File: src/hw/flash_ctl_pkg.sv
package flash_ctl_pkg;
  // rewrite modes
  typedef enum logic [1:0] {
    MODE_CPU,
    MODE_SERIAL,
    MODE_PARALLEL,
    MODE_NONE
  } rewrite_mode_e;

  // software command set, eight codes
  localparam int CMD_W = 3;
  localparam logic [2:0] CMD_READ_ARRAY = 3'h0;
  localparam logic [2:0] CMD_READ_STATUS = 3'h1;
  localparam logic [2:0] CMD_CLEAR_STATUS = 3'h2;
  localparam logic [2:0] CMD_PROGRAM = 3'h3;
  localparam logic [2:0] CMD_BLOCK_ERASE = 3'h4;
  localparam logic [2:0] CMD_LOCK_BLOCK = 3'h5;
  localparam logic [2:0] CMD_READ_LOCK = 3'h6;
  localparam logic [2:0] CMD_UNLOCK_BLOCK = 3'h7;

  // address map
  localparam int ADDR_W = 20;
  localparam logic [19:0] CS2_LO = 20'h10000;
  localparam logic [19:0] CS2_HI = 20'h26FFF;
  localparam int BLOCKS = 8;
  localparam int BLK_W = 3;
  localparam logic [2:0] EXTRA_BLOCK = 3'h7;
  localparam logic [2:0] PROTECT_BLOCK = 3'h0;

  // protect configuration location fields
  localparam int PROT_LO = 6;
  localparam logic [1:0] PROT_OFF = 2'h3;
  localparam logic [5:0] PROT_LOW_FILL = 6'h3F;
  localparam logic [7:0] PROT_RESET = 8'hFF;

  // operation busy counts, plain defaults
  localparam int PROG_CYCLES = 8;
  localparam int ERASE_CYCLES = 32;
endpackage : flash_ctl_pkg

File: src/hw/flash_strap_if.sv
`timescale 1ns/1ns
interface flash_strap_if;
  logic boot_mode;
  logic user_mode;
  modport src (output boot_mode, output user_mode);
  modport dst (input boot_mode, input user_mode);
endinterface : flash_strap_if

File: src/hw/strap_capture.sv
`timescale 1ns/1ns
module strap_capture (
  input wire logic clk,
  input wire logic nrst,
  input wire logic processor_mode_strap,
  input wire logic boot_strap_high_pin,
  input wire logic boot_strap_low_pin,
  flash_strap_if.src strap
);
  logic [2:0] s1_q;
  logic [2:0] s2_q;
  logic [2:0] s1_d;
  logic [2:0] s2_d;
  logic taken_q;
  logic taken_d;
  logic boot_q;
  logic boot_d;
  logic user_q;
  logic user_d;
  logic [1:0] armed_q;
  logic [1:0] armed_d;

  // pins are asynchronous, latch once after release
  always_comb begin
    s1_d = {processor_mode_strap, boot_strap_high_pin, boot_strap_low_pin};
    s2_d = s1_q;
    armed_d = {armed_q[0], 1'b1};
    taken_d = taken_q;
    boot_d = boot_q;
    user_d = user_q;
    // second stage still shows reset zeros until the second edge, so capture waits for the third
    if (armed_q[1] && !taken_q) begin
      taken_d = 1'b1;
      boot_d = s2_q[2] & s2_q[1] & ~s2_q[0]; // RL1 RL15
      user_d = ~s2_q[2]; // RL2 RL15
    end
  end

  // registers only
  always_ff @(posedge clk or negedge nrst) begin
    if (!nrst) begin
      s1_q <= 3'h0;
      s2_q <= 3'h0;
      armed_q <= 2'h0;
      taken_q <= 1'b0;
      boot_q <= 1'b0;
      user_q <= 1'b0;
    end else begin
      s1_q <= s1_d;
      s2_q <= s2_d;
      armed_q <= armed_d;
      taken_q <= taken_d;
      boot_q <= boot_d;
      user_q <= user_d;
    end
  end

  assign strap.boot_mode = boot_q;
  assign strap.user_mode = user_q;
endmodule : strap_capture

File: src/hw/protect_decode.sv
`timescale 1ns/1ns
module protect_decode (
  input wire logic [7:0] protect_config_location,
  output logic protect_on,
  output logic fill_ok
);
  // anything but 11b in the code field turns protection on
  assign protect_on = protect_config_location[7:flash_ctl_pkg::PROT_LO]
    != flash_ctl_pkg::PROT_OFF; // RL11
  // software is expected to fill the low six bits when enabling
  assign fill_ok = protect_config_location[5:0] == flash_ctl_pkg::PROT_LOW_FILL; // RL12
endmodule : protect_decode

File: src/hw/flash_boot_and_protect_control.sv
`timescale 1ns/1ns
// Notes on behaviour
// [RL1] strap high, boot high, boot low low at reset: run from boot area
// [RL2] mode strap low at reset: run from user area
// [RL3] extra block enable opens the extra block, chip select two at 10000h-26FFFh
// [RL4] in boot mode the boot area select steers reads to boot or user area
// [RL5] boot and user areas share the same addresses
// [RL6] boot area contents never returned outside boot execution
// [RL7] boot area program and erase only in parallel mode
// [RL8] user area rewritable in cpu, serial and parallel modes
// [RL9] a locked block refuses program and erase
// [RL10] eight software commands; erase by block, program by word
// [RL11] protect code other than 11b blocks parallel read and rewrite
// [RL12] software writes low six protect bits as all ones when enabling
// [RL13] erasing the protect block in cpu or serial mode releases protection
// [RL14] cpu rewrite needs extra block enable set, code running outside flash
// [RL15] straps sampled once after reset release, held until next reset
module flash_boot_and_protect_control (
  input wire logic clk,
  input wire logic nrst,
  input wire logic processor_mode_strap,
  input wire logic boot_strap_high_pin,
  input wire logic boot_strap_low_pin,
  input wire logic extra_block_enable,
  input wire logic boot_area_select,
  input wire logic [1:0] rewrite_mode,
  input wire logic code_in_flash,
  input wire logic rd_req,
  input wire logic [19:0] rd_addr,
  input wire logic cmd_valid,
  input wire logic [2:0] cmd_code,
  input wire logic [19:0] cmd_addr,
  input wire logic [15:0] cmd_data,
  output logic cmd_ready,
  output logic boot_mode,
  output logic user_mode,
  output logic cs2_select,
  output logic rd_boot_area,
  output logic rd_user_area,
  output logic rd_refused,
  output logic [2:0] rd_block,
  output logic op_busy,
  output logic op_done,
  output logic op_error,
  output logic op_program,
  output logic op_erase,
  output logic [19:0] op_addr,
  output logic [15:0] op_data,
  output logic op_boot_area,
  output logic [7:0] lock_bits,
  output logic lock_status,
  output logic protect_active,
  output logic protect_fill_ok
);
  ////////////////////////////////////////////////////////////////////////
  flash_strap_if strap ();

  strap_capture u_strap (
    .clk(clk),
    .nrst(nrst),
    .processor_mode_strap(processor_mode_strap),
    .boot_strap_high_pin(boot_strap_high_pin),
    .boot_strap_low_pin(boot_strap_low_pin),
    .strap(strap)
  );

  assign boot_mode = strap.boot_mode;
  assign user_mode = strap.user_mode;

  ////////////////////////////////////////////////////////////////////////
  // block number from address; same decode for reads and commands
  function automatic logic [2:0] block_of(input logic [19:0] a);
    logic [2:0] b;
    b = a[18:16];
    if (a >= flash_ctl_pkg::CS2_LO && a <= flash_ctl_pkg::CS2_HI) begin
      b = flash_ctl_pkg::EXTRA_BLOCK;
    end
    return b;
  endfunction : block_of

  function automatic logic in_cs2(input logic [19:0] a);
    return (a >= flash_ctl_pkg::CS2_LO) && (a <= flash_ctl_pkg::CS2_HI);
  endfunction : in_cs2

  ////////////////////////////////////////////////////////////////////////
  // protect configuration location, reloaded by erase of its block in cpu or serial mode
  logic [7:0] prot_q;
  logic [7:0] prot_d;
  logic prot_on;

  protect_decode u_prot (
    .protect_config_location(prot_q),
    .protect_on(prot_on),
    .fill_ok(protect_fill_ok)
  );

  logic parallel_m;
  logic cpu_m;
  logic serial_m;
  assign parallel_m = rewrite_mode == flash_ctl_pkg::MODE_PARALLEL;
  assign cpu_m = rewrite_mode == flash_ctl_pkg::MODE_CPU;
  assign serial_m = rewrite_mode == flash_ctl_pkg::MODE_SERIAL;
  assign protect_active = prot_on;

  ////////////////////////////////////////////////////////////////////////
  // read steering registered one cycle after rd_req
  logic rd_boot_d;
  logic rd_user_d;
  logic rd_ref_d;
  logic [2:0] rd_blk_d;
  logic cs2_d;
  logic rd_boot_q;
  logic rd_user_q;
  logic rd_ref_q;
  logic [2:0] rd_blk_q;
  logic cs2_q;

  always_comb begin
    rd_boot_d = 1'b0;
    rd_user_d = 1'b0;
    rd_ref_d = 1'b0;
    rd_blk_d = rd_blk_q;
    cs2_d = 1'b0;
    if (rd_req) begin
      rd_blk_d = block_of(rd_addr); // RL5
      cs2_d = extra_block_enable && in_cs2(rd_addr); // RL3
      if (in_cs2(rd_addr) && !extra_block_enable) begin
        rd_ref_d = 1'b1; // RL3
      end else if (parallel_m && prot_on) begin
        rd_ref_d = 1'b1; // RL11
      end else if (boot_mode && boot_area_select) begin
        rd_boot_d = 1'b1; // RL4
      end else if (boot_mode || user_mode || parallel_m) begin
        // boot contents only appear while booted, never otherwise
        rd_user_d = 1'b1; // RL4 RL6
      end else begin
        rd_user_d = 1'b1;
      end
    end
  end

  always_ff @(posedge clk or negedge nrst) begin
    if (!nrst) begin
      rd_boot_q <= 1'b0;
      rd_user_q <= 1'b0;
      rd_ref_q <= 1'b0;
      rd_blk_q <= 3'h0;
      cs2_q <= 1'b0;
    end else begin
      rd_boot_q <= rd_boot_d;
      rd_user_q <= rd_user_d;
      rd_ref_q <= rd_ref_d;
      rd_blk_q <= rd_blk_d;
      cs2_q <= cs2_d;
    end
  end

  assign rd_boot_area = rd_boot_q;
  assign rd_user_area = rd_user_q;
  assign rd_refused = rd_ref_q;
  assign rd_block = rd_blk_q;
  assign cs2_select = cs2_q;

  ////////////////////////////////////////////////////////////////////////
  // command sequencer
  typedef enum logic [1:0] {
    ST_IDLE,
    ST_PROG,
    ST_ERASE,
    ST_DONE
  } seq_e;

  seq_e st_q;
  seq_e st_d;
  logic [5:0] cnt_q;
  logic [5:0] cnt_d;
  logic [7:0] lock_q;
  logic [7:0] lock_d;
  logic err_q;
  logic err_d;
  logic done_q;
  logic done_d;
  logic [19:0] addr_q;
  logic [19:0] addr_d;
  logic [15:0] data_q;
  logic [15:0] data_d;
  logic tgt_boot_q;
  logic tgt_boot_d;
  logic lstat_q;
  logic lstat_d;
  logic [2:0] cblk;
  logic allowed;

  // decide whether a rewrite may touch its target at all
  always_comb begin
    cblk = block_of(cmd_addr);
    allowed = 1'b1;
    if (cpu_m && (!extra_block_enable || code_in_flash)) begin
      allowed = 1'b0; // RL14
    end
    if (boot_mode && boot_area_select && !parallel_m) begin
      allowed = 1'b0; // RL7
    end
    if (rewrite_mode == flash_ctl_pkg::MODE_NONE) begin
      allowed = 1'b0; // RL8
    end
    if (parallel_m && prot_on) begin
      allowed = 1'b0; // RL11
    end
    if (lock_q[cblk]) begin
      allowed = 1'b0; // RL9
    end
    if (in_cs2(cmd_addr) && !extra_block_enable) begin
      allowed = 1'b0; // RL3
    end
  end

  always_comb begin
    st_d = st_q;
    cnt_d = cnt_q;
    lock_d = lock_q;
    err_d = err_q;
    done_d = 1'b0;
    addr_d = addr_q;
    data_d = data_q;
    tgt_boot_d = tgt_boot_q;
    lstat_d = lstat_q;
    prot_d = prot_q;
    case (st_q)
      ST_IDLE: begin
        if (cmd_valid) begin
          case (cmd_code) // RL10
            flash_ctl_pkg::CMD_PROGRAM: begin
              addr_d = cmd_addr;
              data_d = cmd_data;
              tgt_boot_d = boot_mode && boot_area_select;
              if (allowed) begin
                st_d = ST_PROG; // RL8
                cnt_d = 6'(flash_ctl_pkg::PROG_CYCLES - 1);
              end else begin
                err_d = 1'b1;
              end
            end
            flash_ctl_pkg::CMD_BLOCK_ERASE: begin
              addr_d = cmd_addr;
              tgt_boot_d = boot_mode && boot_area_select;
              if (allowed) begin
                st_d = ST_ERASE; // RL10
                cnt_d = 6'(flash_ctl_pkg::ERASE_CYCLES - 1);
              end else begin
                err_d = 1'b1;
              end
            end
            flash_ctl_pkg::CMD_LOCK_BLOCK: lock_d[cblk] = 1'b1; // RL9
            flash_ctl_pkg::CMD_UNLOCK_BLOCK: lock_d[cblk] = 1'b0;
            flash_ctl_pkg::CMD_READ_LOCK: lstat_d = lock_q[cblk];
            flash_ctl_pkg::CMD_CLEAR_STATUS: err_d = 1'b0;
            default: ;
          endcase
        end
      end
      ST_PROG: begin
        // protect word takes any user-area program into the protect block, whatever its offset
        if (cnt_q == 6'h0) begin
          if (block_of(addr_q) == flash_ctl_pkg::PROTECT_BLOCK && !tgt_boot_q) begin
            prot_d = prot_q & data_q[7:0]; // flash bits only clear
          end
          st_d = ST_DONE;
        end else begin
          cnt_d = cnt_q - 6'h1;
        end
      end
      ST_ERASE: begin
        if (cnt_q == 6'h0) begin
          if (block_of(addr_q) == flash_ctl_pkg::PROTECT_BLOCK && !tgt_boot_q
              && (cpu_m || serial_m)) begin
            prot_d = flash_ctl_pkg::PROT_RESET; // RL13
          end
          st_d = ST_DONE;
        end else begin
          cnt_d = cnt_q - 6'h1;
        end
      end
      ST_DONE: begin
        done_d = 1'b1;
        st_d = ST_IDLE;
      end
      default: st_d = ST_IDLE;
    endcase
  end

  always_ff @(posedge clk or negedge nrst) begin
    if (!nrst) begin
      st_q <= ST_IDLE;
      cnt_q <= 6'h0;
      lock_q <= 8'h00;
      err_q <= 1'b0;
      done_q <= 1'b0;
      addr_q <= 20'h00000;
      data_q <= 16'h0000;
      tgt_boot_q <= 1'b0;
      lstat_q <= 1'b0;
      prot_q <= flash_ctl_pkg::PROT_RESET;
    end else begin
      st_q <= st_d;
      cnt_q <= cnt_d;
      lock_q <= lock_d;
      err_q <= err_d;
      done_q <= done_d;
      addr_q <= addr_d;
      data_q <= data_d;
      tgt_boot_q <= tgt_boot_d;
      lstat_q <= lstat_d;
      prot_q <= prot_d;
    end
  end

  assign cmd_ready = st_q == ST_IDLE;
  assign op_busy = (st_q == ST_PROG) || (st_q == ST_ERASE);
  assign op_program = st_q == ST_PROG;
  assign op_erase = st_q == ST_ERASE;
  assign op_done = done_q;
  assign op_error = err_q;
  assign op_addr = addr_q;
  assign op_data = data_q;
  assign op_boot_area = tgt_boot_q;
  assign lock_bits = lock_q;
  assign lock_status = lstat_q;
endmodule : flash_boot_and_protect_control

File: config.mk
export PLATFORM = sky130hd
export DESIGN_NAME = flash_boot_and_protect_control
export DESIGN_NICKNAME = d
export VERILOG_FILES = /design/src/hw/flash_ctl_pkg.sv /design/src/hw/flash_strap_if.sv /design/src/hw/strap_capture.sv /design/src/hw/protect_decode.sv /design/src/hw/flash_boot_and_protect_control.sv
export SDC_FILE = /design/constraint.sdc
export NUM_CORES = 1
export LEC_CHECK = 0
export ABC_AREA = 1
export BUFFER_PORTS_ARGS = -buffer_cell sky130_fd_sc_hd__buf_2
export CAP_MARGIN = 20
export CORE_ASPECT_RATIO = 2
export CORE_MARGIN = 3
export CORE_UTILIZATION = 53
export DETAILED_ROUTE_END_ITERATION = 6
export PLACE_DENSITY = 0.86
export SYNTH_ARGS = -nofsm -noshare
export SYNTH_HDL_FRONTEND = slang
export SYNTH_SLANG_ARGS = --single-unit
File: constraint.sdc
create_clock -name clk -period 4.1 [get_ports clk]
set_clock_uncertainty 0.1 [all_clocks]
set_input_delay 0.82 -clock clk [delete_from_list [all_inputs] [get_ports clk]]
set_output_delay 0.82 -clock clk [all_outputs]
set_load 0.005 [all_outputs]
==> flow_summary.yaml, run 1 <==
logic_synthesis:
  seq_area_frac_synth_pct: 56.2
  syn_avg_cell_area_um2: 9.48
  yosys.area.top_type: "dfrtp_1"
  synth_compound_area_share_pct: 8.18
  synth-xor-area-share_pct: 0.477
  synth_top_family_by_area: "simple AND/OR/NAND/NOR gates"
  yosys_warnings: 0
  synth_top_area_share_pct: 50.5
  synthMuxAreaShare_pct: 4.91
  synthArstFlopShare_pct: 100
  syn_inst: 387
  syn_area_um2: 3670
  syn_nets: 465
  synth.area.top_cells: "dfrtp_1 (50%), nand2_1 (11%), dfstp_2 (5.7%)"
  synth_edf_count: 0
  synthAdderAreaFrac_pct: 2.39
  synth_seq_cells: 82
  synth-simple-area-share_pct: 23.6
  ys.flop_type: "dfrtp_1"
  yosysUniqueCellTypes: 35
detailed_routing:
  ant_nets: 0
  detail_route.wl_per_cell_um: 13.7
  vias_per_cell: 5.05
  drt_iter0_drc: 117
  drtPass1Iterations: 4
  vias: 3069
  drt-total-wl_mm: 8.33
  drc: 0
cells_and_area:
  diodes: 0
  fillers: 520
  layout-drive-gt1-share_pct: 35.2
  multi_input_area_um2: 1460
  final_core_utilization_pct: 69.9
  area_growth_pct: 27.0
  seqCellArea_um2: 2060
  layout.nets: 593
global_route:
  use_met3_pct: 5.69
  grt_pass1_wl_mm: 13.3
  grt.total_usage_pct: 22.0
  grt.busiest_layer: "met2"
  grt_use_met2_pct: 40.2
  grt_max_degree: 83
  grt_pass1_vias: 2977
  use_met1_pct: 22.7
  grt.overflow.total: 0
  antenna_found_initial: 0
timing:
  max_freq_mhz: 431
  fin_crit_sh_pct: 56.6
  rsz0062_at_grt: "no"
  hold_viol_final: 0
  slew_headroom_pct: 34.8
  post-route-min-period_ns: 2.32
  drv_slew: 0
  fin_tns_setup_ns: 0
  worst_slew_pin_slew_ns: 0.977
  fin_ws_ns: 1.78
  setup_violations: 0
placement:
  gp_congestion: 0.855
  io_buffers: 121
  pre_cts_ws_ns: 1.55
  dp_hpwl_mm: 6.29
cts:
  clockRootBuffer: "clkbuf_16"
  cts_made_buffers: 9
  post-cts-setup-buffers: 0
  htreeDepth: 3
  cts_tree: "done"
  clkSlewWorstSetupHoldPaths_ns: 0.06
  clock-sinks: 82
  ctsResizeCount: 0
  clk_latency_ns: 0.34
  cts_buffer_depth: 2
  holdBufCountCts: 0
critical_path:
  crit_path_start: "st_q[0]"
  reg2reg_from: "st_q[0]"
  start_kind: "register"
  required_ns: 3.18
  worst_ep_arrival_time_ns: 1.40
  worstPathMaxFanout: 7
  crit_path_end_kind: "output pin"
  path_class: "reg -> out"
floorplanning:
  dieWidth_um: 64.8
  start_util_pct: 55.0
  io_pins: 134
  die-area_um2: 8020
  fp-row-count: 42
  dieHeight_um: 124
  core_um2: 6670
power:
  vdd_drop_max_mv: 0.584
  power_density_nw_per_um2: 677
  p_leak_nw: 2.48
job:
  max_cap_violations: 0
hold_path:
  worstHoldPathType: "reg -> reg"
  holdCritStartpoint: "u_strap.armed_q[0]"
status:
  status: "complete, no violations"
## worst max-delay path, cell delays in order, from the launching register on
cell	delay, ns
dfrtp_1	0.40
inv_1	0.10
ha_1	0.41
buf_2	0.16
## sequential cells by signal, indices dropped and copies added, names as in the netlist, 2 cells and up, named ones only
| signal | cells |
|---|---|
| st_q | 2 |
| u_strap.s1_q | 3 |
| op_data | 16 |
| op_addr | 20 |
| u_strap.armed_q | 2 |
| cnt_q | 6 |
| u_strap.s2_q | 3 |
| rd_block | 3 |
| prot_q | 8 |
## kinds of logic (layout without fill, tap and decap cells)
group | count (synthesis) | count (layout)
muxes | 16 | 16
DFF | 82 | 82
AOI/OAI and AO/OA | 55 | 55
other | 1 | 1
and+or+nand+nor | 185 | 185
buffers and inverters | 39 | 172
adders and majority gates | 7 | 7
xor gates and xnor gates | 2 | 2
## power by group
part	leakage, nW	total (W)	internal, W	switching [W]
registers	0.990	0.00130	0.00112	0.000183
logic	1.35	0.00109	0.000471	0.000621
clock network	0.142	0.000761	0.000445	0.000317
total	2.48	0.00315	0.00203	0.00112
## cells in the final DEF (no fill, tap or decap), drive strengths merged, types with 7 or more instances in the layout
cell / synthesis / layout
nor3: 7 / 7
clkbuf: 2 / 11
a31oi: 7 / 7
dfstp: 8 / 8
a21oi: 21 / 21
mux2: 16 / 16
dfrtp: 74 / 74
nand3: 22 / 22
ha: 7 / 7
buf: 2 / 121
nor2: 30 / 30
nand2: 119 / 119
o21ai: 23 / 23
inv: 35 / 35
## metal layers
metal | share of wire [%] | up-vias
li1 | - | 1524
met1 | 37 | 1422
met2 | 54 | 105
met3 | 5.9 | 18
met4 | 2.9 | 0
met5 | 0 | -
## cell usage after synthesis, types with 4 or more instances
library cell,count
nand2_1,107
inv_1,26
mux2_1,13
inv_2,8
nor2_1,26
a31oi_1,7
nand3_2,4
nand2_2,9
dfrtp_1,74
nor3_1,7
a21oi_1,21
nand3_1,17
o21ai_0,6
ha_1,7
o21ai_1,16
dfstp_2,8
## layout make-up
type / instances / share of cell area (%)
clock inverters: 5 / 0.832
multi-input cells: 266 / 31.2
repair buffers: 121 / 13.0
well taps: 88 / 2.36
clock buffers: 11 / 5.42
flip-flops and latches: 82 / 44.2
inverters: 35 / 2.87
## path summary, 6_finish.rpt
kind / slack, ns / end / cells past startpoint
max: 1.78 / op_busy / 3
min: 0.25 / u_strap.armed_q[1] / 0
max reg2reg: 1.79 / op_data[14] / 6
min reg2reg: 0.25 / u_strap.armed_q[1] / 0
max in group asynchronous: 2.73 / async pin / 1
min in group asynchronous: 0.56 / op_addr[9] / 1
## stage by stage
step,hold slack (ns),std cells,cell area (um^2),power [W]
final,0.248,608,4660,0.00315
after global routing,0.245,608,4660,0.00339
after CTS,0.249,608,4660,0.00319
after detailed placement,0.238,592,4370,0.00241
after global placement,0.232,592,4370,0.00235
after floorplan,0.231,387,3670,0.00194
No activity file was read; power rests on OpenSTA's default activity.
==> run 2, diff against run 1 <==
--- a/config.mk
+++ b/config.mk
@@ -5,14 +5,14 @@
 export SDC_FILE = /design/constraint.sdc
 export NUM_CORES = 1
 export LEC_CHECK = 0
-export ABC_AREA = 1
+export ABC_AREA = 0
 export BUFFER_PORTS_ARGS = -buffer_cell sky130_fd_sc_hd__buf_2
 export CAP_MARGIN = 20
 export CORE_ASPECT_RATIO = 2
 export CORE_MARGIN = 3
-export CORE_UTILIZATION = 53
+export CORE_UTILIZATION = 45
 export DETAILED_ROUTE_END_ITERATION = 6
-export PLACE_DENSITY = 0.86
+export PLACE_DENSITY = 0.77
 export SYNTH_ARGS = -nofsm -noshare
 export SYNTH_HDL_FRONTEND = slang
 export SYNTH_SLANG_ARGS = --single-unit
==> constraint.sdc (replaced) <==
create_clock -name clk -period 2.1 [get_ports clk]
set_clock_uncertainty 0.1 [all_clocks]
set_input_delay 0.42 -clock clk [delete_from_list [all_inputs] [get_ports clk]]
set_output_delay 0.42 -clock clk [all_outputs]
set_load 0.005 [all_outputs]
==> run 2 against run 1 <==
First-iteration DRC count increased by 52%. Worst hold slack got worse by 0.17 ns. Critical path depth increased by 4. Die area increased by 20%. Register-to-register slack got worse by 1.7 ns. Core utilization decreased by 4.3 points. Critical path type is now in -> reg.
==> flow_summary.yaml, run 2 <==
floorplanning:
  io_pins: 134
  dieWidth_um: 70.9
  core_um2: 8060
  die-area_um2: 9620
  fp-row-count: 46
  dieHeight_um: 136
  start_util_pct: 47.0
global_route:
  grt.total_usage_pct: 20.9
  grt_max_degree: 41
  grt_pass1_vias: 3382
  grt.overflow.total: 0
  grt_pass1_wl_mm: 15.7
  antenna_found_initial: 0
cells_and_area:
  layout_commonest_cell: "buf_2"
  area_growth_pct: 39.4
  fin_area_um2: 5280
  layout.nets: 566
  diodes: 0
  mostFrequentLayoutCells: "buf_2 (116), dfrtp_1 (74), mux2_2 (44), buf_4 (36), nand2_1 (27)"
  layout-drive-gt1-share_pct: 52.1
  largest_reg_flops: 20
  fillers: 640
  fin_cells: 589
cts:
  cts_made_buffers: 9
  cts_buffer_depth: 2
  htreeDepth: 3
  clkSlewWorstSetupHoldPaths_ns: 0.06
  clock-sinks: 82
  clockRootBuffer: "clkbuf_16"
  cts_tree: "done"
  clk_latency_ns: 0.34
critical_path:
  crit_path_start: "cmd_addr[5]"
  crit_path_end_kind: "register"
  required_ns: 2.23
  worstPathMaxFanout: 3
  reg2reg_slack_ns: 0.05
  worst_ep_arrival_time_ns: 2.20
  start_kind: "input pin"
  cp-endpoint: "cnt_q[3]"
  reg2regPathDepth: 6
  path_class: "in -> reg"
  reg2reg_from: "prot_q[7]"
  r2r-end: "cnt_q[3]"
logic_synthesis:
  synth_seq_cells: 82
  yosys.area.top_type: "dfrtp_1"
  seq_area_frac_synth_pct: 54.4
  syn_area_um2: 3790
  syn_inst: 327
  syn_avg_cell_area_um2: 11.6
  yosys_warnings: 0
  synth.area.top_cells: "dfrtp_1 (49%), mux2_2 (14%), dfstp_2 (5.6%)"
  yosysUniqueCellTypes: 55
  synth_edf_count: 0
  ys.flop_type: "dfrtp_1"
  synth_top_area_share_pct: 48.9
  synthArstFlopShare_pct: 100
  yosysMostFrequentCell: "dfrtp_1"
  ys_top_cells_by_count: "dfrtp_1 (74), mux2_2 (46), nand2_1 (28)"
  syn_nets: 405
timing:
  slew_headroom_pct: 63.3
  drv_slew: 0
  hold_viol_final: 0
  post-route-min-period_ns: 2.07
  worst_slew_pin_slew_ns: 0.550
  rsz0062_at_grt: "yes"
  max_freq_mhz: 483
  fin_crit_sh_pct: 98.7
  whs_ns: 0.0822
  setup_violations: 0
placement:
  dpl-instance-area_um2: 4820
  dp.cells: 571
  io_buffers: 121
  dp_hpwl_mm: 7.62
  gp_congestion: 0.909
detailed_routing:
  vias: 3240
  drt-total-wl_mm: 9.91
  drtPass1Iterations: 4
  drc: 0
  drt_iter0_drc: 178
  ant_nets: 0
  detail_route.wl_per_cell_um: 16.8
  vias_per_cell: 5.50
power:
  vdd_drop_max_mv: 0.838
  p_leak_nw: 2.59
  power_density_nw_per_um2: 1320
  total_power_w: 0.00695
status:
  status: "complete, no violations"
job:
  max_cap_violations: 0
hold_path:
  worstHoldPathType: "in -> reg"
[run 2: cell count changes after synthesis, moves of 11 or more]
| cell | delta |
|---|---|
| inv_1 | -14 |
| mux2_2 | +43 |
| mux2_1 | -12 |
| nand3_1 | -11 |
| nand2_1 | -79 |
| o21ai_1 | -15 |
[run 2: per-stage QoR]
stage	setup WS, ns	TNS, ns	util, %
after floorplan	-0.163	-0.715	-
after global placement	-0.365	-4.94	59.8
after detailed placement	-0.358	-5.09	59.8
after CTS	0.00194	0	63.9
after global routing	-0.0587	-0.248	65.5
final	0.0282	0	65.5
[run 2: area by class of cell]
| cell class | count | area [um^2] | area share [%] |
|---|---|---|---|
| Clock buffer | 10 | 229 | 4.34 |
| Clock inverter | 6 | 91.3 | 1.73 |
| Inverter | 12 | 45.0 | 0.853 |
| Multi-Input combinational cell | 223 | 1770 | 33.4 |
| Sequential cell | 82 | 2060 | 39.1 |
| Tap cell | 96 | 120 | 2.28 |
| Timing Repair Buffer | 160 | 966 | 18.3 |
[run 2: worst min path at each step]
| stage | slack, ns | to | cells past startpoint | startpoint |
|---|---|---|---|---|
| 2_1_floorplan | 0.02 | async pin | 0 | nrst |
| 3_3_place_gp | 0.23 | u_strap.s2_q[1] | 0 | u_strap.s1_q[1] |
| 3_5_place_dp | 0.23 | u_strap.s2_q[1] | 0 | u_strap.s1_q[1] |
| 4_1_cts | 0.07 | u_strap.s1_q[2] | 1 | processor_mode_strap |
| 5_1_grt | 0.07 | u_strap.s1_q[2] | 1 | processor_mode_strap |
| 6_report | 0.08 | u_strap.s1_q[0] | 1 | boot_strap_low_pin |
[run 2: cell families (layout without fill, tap and decap cells)]
group                    count (synthesis)  after routing  share of synthesized area [%]
AND/OR/NAND/NOR                        102            102                           14.6
AO/OA/AOI/OAI                           66             66                           12.2
flip-flops                              82             82                           54.4
multiplexers                            47             47                           14.0
other                                    1              1                         0.0990
buffers and inverters                   22            188                           2.44
adder cells (fa/ha/maj)                  7              7                           2.31
[run 2: what timing repair did]
item                       CTS  global route
hold buffers                 1             0
setup endpoints to repair    1            18
hold endpoints to repair    30             0
pin swaps                    0             4
setup buffers                0             1
gates resized for setup      1            22
[run 2: power by group]
part	internal [W]	leakage [nW]	total (W)	switching (W)
Sequential	0.00220	0.987	0.00256	0.000361
Combinational	0.00140	1.45	0.00272	0.00132
Clock	0.00105	0.157	0.00168	0.000628
Total	0.00464	2.59	0.00695	0.00231
[run 2: metal layers]
layer / wire [um] / track usage, %
met1: 3430 / 20.4
met2: 5600 / 39.2
met3: 527 / 5.05
met4: 348 / 11.3
met5: 0 / 0
[run 2: critical path, cell delays in order]
cell	delay (ns)
buf_6	0.07
nand4_1	0.12
or4_4	0.54
a2111o_1	0.43
a21boi_4	0.16
o32a_1	0.35
o211a_1	0.12
